$ cat src/dcb_pkg.sv
// package: offsets, fields, reset values and timing of the core control bits
package dcb_pkg;

	// register byte offsets
	localparam logic [6:0] CTRL_OFS = 7'h00;
	localparam logic [6:0] SLOT_ADDR_BASE = 7'h10;
	localparam logic [6:0] SLOT_DATA_BASE = 7'h30;

	// control register fields
	localparam int START_BIT = 0;
	localparam int ADC_MUTE_BIT = 1;
	localparam int DAC_MUTE_BIT = 2;
	localparam int CLEAR_BIT = 3;
	localparam int RATE_LSB = 4;
	localparam int PEND_LSB = 8;

	// reset values
	localparam logic CTRL_BIT_RST = 1'h0;
	localparam logic [1:0] RATE_RST = 2'h0;

	// safeload geometry
	localparam int SLOT_COUNT = 5;
	localparam int PRAM_AW = 10;
	localparam int PRAM_DW = 28;
	localparam logic [2:0] SLOT_LAST = 3'h4;

	// rate codes and instructions per sample
	localparam logic [1:0] RATE_1X = 2'h0;
	localparam logic [1:0] RATE_2X = 2'h1;
	localparam logic [1:0] RATE_4X = 2'h2;
	localparam logic [1:0] RATE_RSVD = 2'h3;
	localparam logic [10:0] INSTR_1X = 11'h400;
	localparam logic [10:0] INSTR_2X = 11'h200;
	localparam logic [10:0] INSTR_4X = 11'h100;

	typedef enum logic [1:0]
	{
		SL_IDLE = 2'b00,
		SL_WAIT = 2'b01,
		SL_COPY = 2'b10
	} dcb_sl_state_t;

	// instructions run per audio sample for a rate code
	function automatic logic [10:0] dcb_instr_count(input logic [1:0] rate);
		case (rate)
			RATE_2X: dcb_instr_count = INSTR_2X;
			RATE_4X: dcb_instr_count = INSTR_4X;
			default: dcb_instr_count = INSTR_1X;
		endcase
	endfunction

endpackage

$ cat src/dcb_frame_timer.sv
// audio frame timer: counts program instructions, pulses at each sample
module dcb_frame_timer
	import dcb_pkg::*;
(
	// clock and reset
	input wire logic clk_i,
	input wire logic reset_n_i,
	// rate control
	input wire logic [1:0] rate_select_i,
	// frame boundary pulse
	output logic frame_o
);

	logic [10:0] instr_cnt;
	logic [10:0] limit;

	assign limit = dcb_instr_count(rate_select_i) - 11'h001;

	always_ff @(posedge clk_i)
	begin
		if (!reset_n_i)
			instr_cnt <= 11'h000;
		else if (instr_cnt >= limit)
			instr_cnt <= 11'h000;
		else
			instr_cnt <= instr_cnt + 11'h001;
	end

	always_ff @(posedge clk_i)
	begin
		if (!reset_n_i)
			frame_o <= 1'b0;
		else
			frame_o <= (instr_cnt >= limit);
	end
endmodule

$ cat src/dcb_ctrl.sv
// control bits of the audio core with safeload transfer engine
//
// The placing of the registers and the Avalon-MM slave port are this design's own decisions.
module dcb_ctrl
	import dcb_pkg::*;
(
	// clock and reset
	input wire logic clk_i,
	input wire logic reset_n_i,
	// avalon-mm slave
	input wire logic [6:0] avs_address_i,
	input wire logic avs_read_i,
	input wire logic avs_write_i,
	input wire logic [31:0] avs_writedata_i,
	input wire logic [3:0] avs_byteenable_i,
	output logic [31:0] avs_readdata_o,
	output logic avs_waitrequest_o,
	// core controls
	output logic adc_mute_n_o,
	output logic dac_mute_n_o,
	output logic core_clear_n_o,
	output logic [1:0] rate_select_o,
	output logic frame_o,
	// parameter ram write port
	output logic pram_we_o,
	output logic [PRAM_AW-1:0] pram_addr_o,
	output logic [PRAM_DW-1:0] pram_data_o
);

	logic safeload_start;
	logic [PRAM_AW-1:0] slot_addr [SLOT_COUNT];
	logic [PRAM_DW-1:0] slot_data [SLOT_COUNT];
	logic [SLOT_COUNT-1:0] pending;
	logic [SLOT_COUNT-1:0] addr_wr;
	logic [SLOT_COUNT-1:0] data_wr;
	logic [SLOT_COUNT-1:0] copy_clr;
	logic [2:0] slot_idx;
	dcb_sl_state_t sl_state;
	logic acc;
	logic wr_acc;
	logic ctrl_wr;
	logic start_wr;
	logic [31:0] ctrl_val;
	logic [31:0] rd_val;
	logic [31:0] wdata;

	// byte-enable merge of write data over the current value
	function automatic logic [31:0] be_merge(input logic [31:0] old,
		input logic [31:0] nw, input logic [3:0] be);
		for (int b = 0; b < 4; b++)
			be_merge[8*b +: 8] = be[b] ? nw[8*b +: 8] : old[8*b +: 8];
	endfunction

	// slot register decode, used for address and data banks
	function automatic logic slot_hit(input logic [6:0] addr,
		input logic [6:0] base, input int idx);
		slot_hit = (addr == base + 7'(4 * idx));
	endfunction

	// a request is served on the single cycle waitrequest is low
	assign acc = (avs_read_i || avs_write_i) && !avs_waitrequest_o;
	assign wr_acc = acc && avs_write_i;
	assign ctrl_wr = wr_acc && (avs_address_i == CTRL_OFS);

	assign ctrl_val = {19'h00000, pending, 2'h0, rate_select_o,
		core_clear_n_o, dac_mute_n_o, adc_mute_n_o, safeload_start};
	assign wdata = be_merge(ctrl_val, avs_writedata_i, avs_byteenable_i);
	assign start_wr = ctrl_wr && wdata[START_BIT];

	always_comb
	begin
		rd_val = 32'h00000000;
		if (avs_address_i == CTRL_OFS)
			rd_val = ctrl_val;
		else
		begin
			for (int i = 0; i < SLOT_COUNT; i++)
			begin
				if (slot_hit(avs_address_i, SLOT_ADDR_BASE, i))
					rd_val = {22'h000000, slot_addr[i]};
				else if (slot_hit(avs_address_i, SLOT_DATA_BASE, i))
					rd_val = {4'h0, slot_data[i]};
			end
		end
	end

	// one wait cycle, then one ready cycle; unmapped reads return zero
	always_ff @(posedge clk_i)
	begin
		if (!reset_n_i)
			avs_waitrequest_o <= 1'b1;
		else if ((avs_read_i || avs_write_i) && avs_waitrequest_o)
			avs_waitrequest_o <= 1'b0;
		else
			avs_waitrequest_o <= 1'b1;
	end

	always_ff @(posedge clk_i)
	begin
		if (!reset_n_i)
			avs_readdata_o <= 32'h00000000;
		else if (avs_read_i && avs_waitrequest_o)
			avs_readdata_o <= rd_val;
	end

	// mute and clear bits all come up muted and cleared
	always_ff @(posedge clk_i)
	begin
		if (!reset_n_i)
		begin
			adc_mute_n_o <= CTRL_BIT_RST;
			dac_mute_n_o <= CTRL_BIT_RST;
			core_clear_n_o <= CTRL_BIT_RST;
		end
		else if (ctrl_wr)
		begin
			adc_mute_n_o <= wdata[ADC_MUTE_BIT];
			dac_mute_n_o <= wdata[DAC_MUTE_BIT];
			core_clear_n_o <= wdata[CLEAR_BIT];
		end
	end

	// the reserved code is refused so the timer never sees it
	always_ff @(posedge clk_i)
	begin
		if (!reset_n_i)
			rate_select_o <= RATE_RST;
		else if (ctrl_wr && wdata[RATE_LSB +: 2] != RATE_RSVD)
			rate_select_o <= wdata[RATE_LSB +: 2];
	end

	dcb_frame_timer dcb_frame_timer_inst
	(
		.clk_i(clk_i),
		.reset_n_i(reset_n_i),
		.rate_select_i(rate_select_o),
		.frame_o(frame_o)
	);

	// slot storage with a pending flag per pair
	genvar g;
	generate
		for (g = 0; g < SLOT_COUNT; g++)
		begin : gen_slot
			assign addr_wr[g] = wr_acc && slot_hit(avs_address_i,
				SLOT_ADDR_BASE, g);
			assign data_wr[g] = wr_acc && slot_hit(avs_address_i,
				SLOT_DATA_BASE, g);
			assign copy_clr[g] = (sl_state == SL_COPY) && (slot_idx == 3'(g));

			always_ff @(posedge clk_i)
			begin
				if (!reset_n_i)
					slot_addr[g] <= '0;
				else if (addr_wr[g])
					slot_addr[g] <= avs_writedata_i[PRAM_AW-1:0];
			end

			always_ff @(posedge clk_i)
			begin
				if (!reset_n_i)
					slot_data[g] <= '0;
				else if (data_wr[g])
					slot_data[g] <= avs_writedata_i[PRAM_DW-1:0];
			end

			// a fresh write wins over the clear of the copy
			always_ff @(posedge clk_i)
			begin
				if (!reset_n_i)
					pending[g] <= 1'b0;
				else if (addr_wr[g] || data_wr[g])
					pending[g] <= 1'b1;
				else if (copy_clr[g])
					pending[g] <= 1'b0;
			end
		end
	endgenerate

	// safeload sequencer: wait for a frame, then walk all five slots
	always_ff @(posedge clk_i)
	begin
		if (!reset_n_i)
		begin
			sl_state <= SL_IDLE;
			slot_idx <= 3'h0;
		end
		else
		begin
			case (sl_state)
				SL_IDLE:
					if (safeload_start)
						sl_state <= SL_WAIT;
				SL_WAIT:
					if (frame_o)
					begin
						sl_state <= SL_COPY;
						slot_idx <= 3'h0;
					end
				SL_COPY:
					if (slot_idx == SLOT_LAST)
						sl_state <= SL_IDLE;
					else
						slot_idx <= slot_idx + 3'h1;
				default:
					sl_state <= SL_IDLE;
			endcase
		end
	end

	// a start written in the finishing cycle wins and reruns the copy
	always_ff @(posedge clk_i)
	begin
		if (!reset_n_i)
			safeload_start <= 1'b0;
		else if (start_wr)
			safeload_start <= 1'b1;
		else if (sl_state == SL_COPY && slot_idx == SLOT_LAST)
			safeload_start <= 1'b0;
	end

	always_ff @(posedge clk_i)
	begin
		if (!reset_n_i)
		begin
			pram_we_o <= 1'b0;
			pram_addr_o <= '0;
			pram_data_o <= '0;
		end
		else
		begin
			pram_we_o <= (sl_state == SL_COPY) && pending[slot_idx];
			pram_addr_o <= slot_addr[slot_idx];
			pram_data_o <= slot_data[slot_idx];
		end
	end
endmodule

$ cat config.mk
export PLATFORM = sky130hd
export DESIGN_NAME = dcb_ctrl
export DESIGN_NICKNAME = d
export VERILOG_FILES = /design/src/dcb_pkg.sv /design/src/dcb_frame_timer.sv /design/src/dcb_ctrl.sv
export SDC_FILE = /design/constraint.sdc
export NUM_CORES = 1
export LEC_CHECK = 0
export ABC_AREA = 1
export CAP_MARGIN = 10
export CORE_ASPECT_RATIO = 1.25
export CORE_UTILIZATION = 64
export DETAILED_ROUTE_END_ITERATION = 8
export DONT_BUFFER_PORTS = 1
export MAX_ROUTING_LAYER = met4
export PLACE_DENSITY = 0.87
export SLEW_MARGIN = 20
export SYNTH_ARGS = -nofsm -noshare
export SYNTH_HDL_FRONTEND = slang
export SYNTH_SLANG_ARGS = --single-unit
export TNS_END_PERCENT = 50
$ cat constraint.sdc
create_clock -name clk_i -period 4.28 [get_ports clk_i]
set_input_delay 0.214 -clock clk_i [delete_from_list [all_inputs] [get_ports clk_i]]
set_output_delay 0.214 -clock clk_i [all_outputs]
set_load 0.01 [all_outputs]
## Yosys cells after proc, flatten, opt, wreduce, memory -nomap -nowiden

Memory sizes are Yosys's and may differ from the RTL's. A register that Yosys moved wholly into a read port is not among the register bits.
Index checks and enable logic that the tools add are counted.

| word-level totals | value |
|---|---|
| memory bits (writable) | 190 |
| register bits after elaboration | 62 |
| memories kept | 2 |
| output and inout port bits | 78 |

Memories:

| name | words | bits a word | rd ports | clocked after memory_dff | write ports | RTL line | source |
|---|---|---|---|---|---|---|---|
| slot_data | 5 | 28 | 6 | 1 | 5 | dcb_ctrl.sv:32 | `logic [PRAM_DW-1:0] slot_data [SLOT_COUNT];` |
| slot_addr | 5 | 10 | 6 | 1 | 5 | dcb_ctrl.sv:31 | `logic [PRAM_AW-1:0] slot_addr [SLOT_COUNT];` |

| operators by class | value |
|---|---|
| $add $sub $neg | 3 |
| equality and inequality tests | 23 |
| muxes and demuxes | 75 |
| reduce and logical (&&, ||, !) cells | 46 |
| bitwise operators | 11 |
| order comparisons | 2 |

Operator list:

| cell | count |
|---|---|
| $mux W32 | 9 |
| $mux W28 | 7 |
| $mux W10 | 5 |
| $mux W1 | 44 |
| $eq A7 B6 Y1 const B | 5 |
| $eq A7 B5 Y1 const B | 4 |
| $logic_and A1 B1 Y1 | 23 |
| $pmux W11 S2 | 1 |
| $reduce_bool A2 Y1 | 7 |
| $add A11 B1 Y11 const B | 1 |
| $ge A11 B11 Y1 | 1 |
| $sub A11 B1 Y11 const B | 1 |
| $or A1 B1 Y1 | 10 |
| $eq A7 B7 Y1 const B | 1 |
| $logic_not A7 Y1 | 1 |
| $eq A3 B2 Y1 const B | 2 |
| $logic_or A1 B1 Y1 | 6 |
| $mux W2 | 3 |
| $mux W3 | 2 |
| $mux W6 | 1 |
| $ne A2 B2 Y1 const B | 3 |
| $pmux W2 S3 | 1 |
| $pmux W3 S2 | 1 |
| $reduce_and A3 Y1 | 2 |
| other kinds (14) | 19 |

## Depth between registers and ports, before layout

| depth | value |
|---|---|
| depth after elaboration | 12 |
| mapped depth | 12 |

## Modules after synthesis

A second synthesis with hierarchy kept.

| unflattened totals | value |
|---|---|
| cells, all modules | 1533 |
| area, all modules | 13424.1 µm² |

Modules (own cells, without submodules):

| module | cells each | area an instance (µm²) | times used |
|---|---|---|---|
| dcb_ctrl | 1441 | 12734.7 | 1 |
| dcb_frame_timer | 92 | 689.4 | 1 |

## Worst setup path after synthesis

OpenSTA, ideal clock, no wires.

| timing | value |
|---|---|
| path type | register -> register |
| start | register avs_waitrequest_o |
| end | memory slot_data[4][0] (enable) |
| arrival time | 2914 ps |
| setup time | 452 ps |
| slack | 914 ps |
| stages on the path, launching flop included | 5 |
| cells stage by stage | dfxtp_1 > nor2_2 > inv_1 > clkbuf_1 > o21ai_0 |

RTL lines:

| element | RTL line | source |
|---|---|---|
| start: declaration | dcb_ctrl.sv:17 | `output logic avs_waitrequest_o,` |
| start signal: assignment | dcb_ctrl.sv:91 | `avs_waitrequest_o <= 1'b1;` |
| start signal: assignment | dcb_ctrl.sv:93 | `avs_waitrequest_o <= 1'b0;` |
| start signal: assignment | dcb_ctrl.sv:95 | `avs_waitrequest_o <= 1'b1;` |
| end: declaration | dcb_ctrl.sv:32 |  |

## Worst setup path in the final report

| timing | value |
|---|---|
| start | register avs_waitrequest_o |
| end | register rate_select_o[0] |

| between the ends | value |
|---|---|
| cells in the longest elaborated chain, start to end | 5 |

RTL lines:

| element | RTL line | source |
|---|---|---|
| $logic_not A1 Y1 | dcb_ctrl.sv:61 | `assign acc = (avs_read_i \|\| avs_write_i) && !avs_waitrequest_o;` |
| $logic_and A1 B1 Y1 | dcb_ctrl.sv:61 |  |
| $logic_and A1 B1 Y1 | dcb_ctrl.sv:62 | `assign wr_acc = acc && avs_write_i;` |
| $logic_and A1 B1 Y1 | dcb_ctrl.sv:63 | `assign ctrl_wr = wr_acc && (avs_address_i == CTRL_OFS);` |
| $logic_and A1 B1 Y1 | dcb_ctrl.sv:128 | `else if (ctrl_wr && wdata[RATE_LSB +: 2] != RATE_RSVD)` |
| end signal: assignment | dcb_ctrl.sv:129 | `rate_select_o <= wdata[RATE_LSB +: 2];` |
| end: declaration | dcb_ctrl.sv:22 | `output logic [1:0] rate_select_o,` |

Every way passes these cells.
A chain may end at the register's enable or synchronous reset.

==> qor.txt <==
fmax - 320.1 MHz
Comb pwr share - 0.210
GP Congestion - 0.9793
synth warn - 0
Area Overhead vs Synth - 10.67%
Slew @ Worst Pin - 1.038 ns
share of cells above drive strength 1 - 0.06503
final hold violation count - 0
post-synthesis sequential area ratio - 0.5777
total CTS buffers - 28
CP Launch Type - flip-flop
die width - 130.5 um
Tmin final - 3.124 ns
commonest non-fill, non-tap cell in the layout - nor2_1
clock latency on the worst-skew pair - 0.56 ns
Main synth FF type - edfxtp_1
Post-synth EDFFs - 190
Distinct cells, synth - 36
setup ws final - 1.156 ns
pre-CTS setup slack - 1.601 ns
Yosys top cell area share - 0.4321
ys async rst share - 0
Pint - 0.005175 W
die area - 21,210 um2
commonest cells after routing, fill and taps aside - 284 x nor2_1, 198 x nand2_1, 190 x edfxtp_1
length of the first detailed-routing pass in iterations - 6
Final Max Slew Viols - 0
GRT Total Usage - 0.3954
Routed Antenna Nets - 0
core area - 20,170 um2
Root Driver - clkbuf_16
crit path kind - reg -> reg
Remaining DRCs - 0
Port Buf Inserts - 0
Flop pwr share - 0.453
H-tree Lvls - 1
Syn Inst Count - 1,494
initial antenna violation count - 0
Via-to-Cell Ratio - 6.518
CTS tree - yes
Chip Height - 162.6 um
first-pass GRT wire length - 61,020 um
diode count - 0
Max VDD drop - 0.0003698 V
HP Class - in -> reg
postcts setup bufs - 0
vias in the first global route - 11,460
Clock Skews - 0.03250 ns
Power Dens Cells - 522.7 nW/um2
initial drt markers - 1,751
CTS max path bufs - 3
site row count - 58
Mapped Area - 13,200 um2
GRT overflow - 0
average cell area after synthesis - 8.838 um2
setup_tns - 0 ns
Synth Register Bits - 286
CTS Sinks - 286
DR vias - 11,580
crit share post-route - 0.7300
Max-Cap Viols - 0
outcome - complete, no violations
Rel. slew slack - 0.3032
Crit. End Element - flip-flop
switching power - 0.002463 W
Clock power frac - 0.337
final wirelength - 39,570 um
# setup viols final - 0
post-DP HPWL - 23,680 um
nets - 1,546
Sw Share - 0.3225
Reg clk slew, reported paths - 0.06 ns
Max Fanout on Critical Path - 11
top cells by area, synth - edfxtp_1 43%, dfxtp_1 15%, nor2_1 8.1%
LEAKAGE - 5.984 nW
Overall Power - 0.007638 W
DR WL/cell - 22.27 um
unrepaired setup endpoints after global routing - false
Required @ worst endpoint - 4.72 ns
CP Data Arrival Time - 3.57 ns
largest area contributor in the netlist - edfxtp_1
# IOs - 125
largest net degree at the start of global routing - 70
Initial Util - 0.6545
==> cell usage after synthesis, types with 4 or more instances <==
library cell and n:
a211oi_1 4, a21oi_1 107, a221oi_1 6, buf_1 6
buf_2 23, buf_4 8, clkbuf_1 56, clkinv_1 9
dfxtp_1 96, edfxtp_1 190, ha_1 14, inv_1 148
inv_2 11, nand2_1 198, nand3_1 87, nand4_1 8
nor2_1 284, nor2_2 6, nor3_1 14, o211ai_1 25
o21a_1 16, o21ai_0 109, o21ai_1 23, o221ai_1 17
o22ai_1 7
==> cells by family (layout without fill, tap and decap cells) <==
logic type,Yosys count,after routing,synth area share
adders and majority gates,14,14,0.01327
AOI/OAI and AO/OA,318,318,0.1372
and+or+nand+nor,608,608,0.1893
other,2,5,0.0005688
buffers and inverters,261,271,0.07865
xor gates and xnor gates,5,5,0.003317
DFF,286,286,0.5777
==> worst max-delay path, cell delays in order, from the launching register on <==
cell and delay (ns):
dfxtp_1 0.39, nor2_2 0.43, inv_1 0.42, nor2_2 0.38, nand2_1 0.16, nand2_1 0.09
dlygate4sd3_1 0.55, a21oi_1 0.04, dlygate4sd3_1 0.55
==> stage by stage <==
| step | instances | hold slack (ns) | utilization | instance area, um2 |
|---|---|---|---|---|
| final | 1777 | 0.01943 | 0.7243 | 14610 |
| after global routing | 1777 | 0.02874 | 0.7243 | 14610 |
| after CTS | 1777 | 0.01557 | 0.7243 | 14610 |
| after detailed placement | 1696 | 0.3416 | 0.6614 | 13340 |
| after global placement | 1696 | 0.3328 | 0.6614 | 13340 |
| after floorplan | 1497 | 0.3299 | - | 13220 |
==> flip-flops by register name, indices dropped and copies added (netlist names) <==
register                        cells
adc_mute_n_o                        1
pram_we_o                           1
dcb_frame_timer_inst.frame_o        1
slot_idx                            3
sl_state                            2
slot_data                         140
avs_waitrequest_o                   1
pram_data_o                        28
core_clear_n_o                      1
dac_mute_n_o                        1
rate_select_o                       2
ctrl_val                            5
pram_addr_o                        10
avs_readdata_o                     28
safeload_start                      1
slot_addr                          50
dcb_frame_timer_inst.instr_cnt     11
==> metal layers <==
metal / global-route usage / wire (um) / vias up
li1: - / - / 4978
met1: 0.4358 / 12410 / 5357
met2: 0.6405 / 19410 / 970
met3: 0.08049 / 4636 / 277
met4: 0.2722 / 3115 / 0
met5: - / 0 / -
==> power groups by stage <==
stage          clock [W]  sequential [W]  combinational, W
2_1_floorplan          0         0.00339           0.00111
3_3_place_gp           0         0.00349           0.00141
3_5_place_dp           0         0.00351           0.00146
4_1_cts          0.00256         0.00345           0.00152
5_1_grt          0.00267         0.00349           0.00171
6_report         0.00257         0.00346           0.00161
==> path summary, 6_finish.rpt <==
kind / end / slack [ns] / cells after the start / from
worst min register to register: dcb_frame_timer_inst.instr_cnt[0] / 0.45 / 1 / dcb_frame_timer_inst.instr_cnt[0]
worst min-delay path: avs_readdata_o[22] / 0.02 / 2 / reset_n_i
worst max-delay path: rate_select_o[0] / 1.16 / 8 / avs_waitrequest_o
worst max register to register: rate_select_o[0] / 1.16 / 8 / avs_waitrequest_o
==> area by class of cell <==
| class | instances | area [um2] |
|---|---|---|
| timing repair buffer | 51 | 478.0 |
| inverter | 168 | 631.9 |
| fill | 1390 | 5562 |
| clock buffer | 34 | 763.2 |
| tap | 270 | 337.8 |
| sequential | 286 | 7632 |
| multi-input combinational | 950 | 4564 |
| clock inverter | 18 | 205.2 |
==> what timing repair did <==
action                                  in CTS  in global routing
hold buffers                                29                  0
endpoints found under the setup margin       0                  0
hold endpoints to repair                   136                  0
gates resized for setup                      0                  0
(Power assumes the default switching activity.)
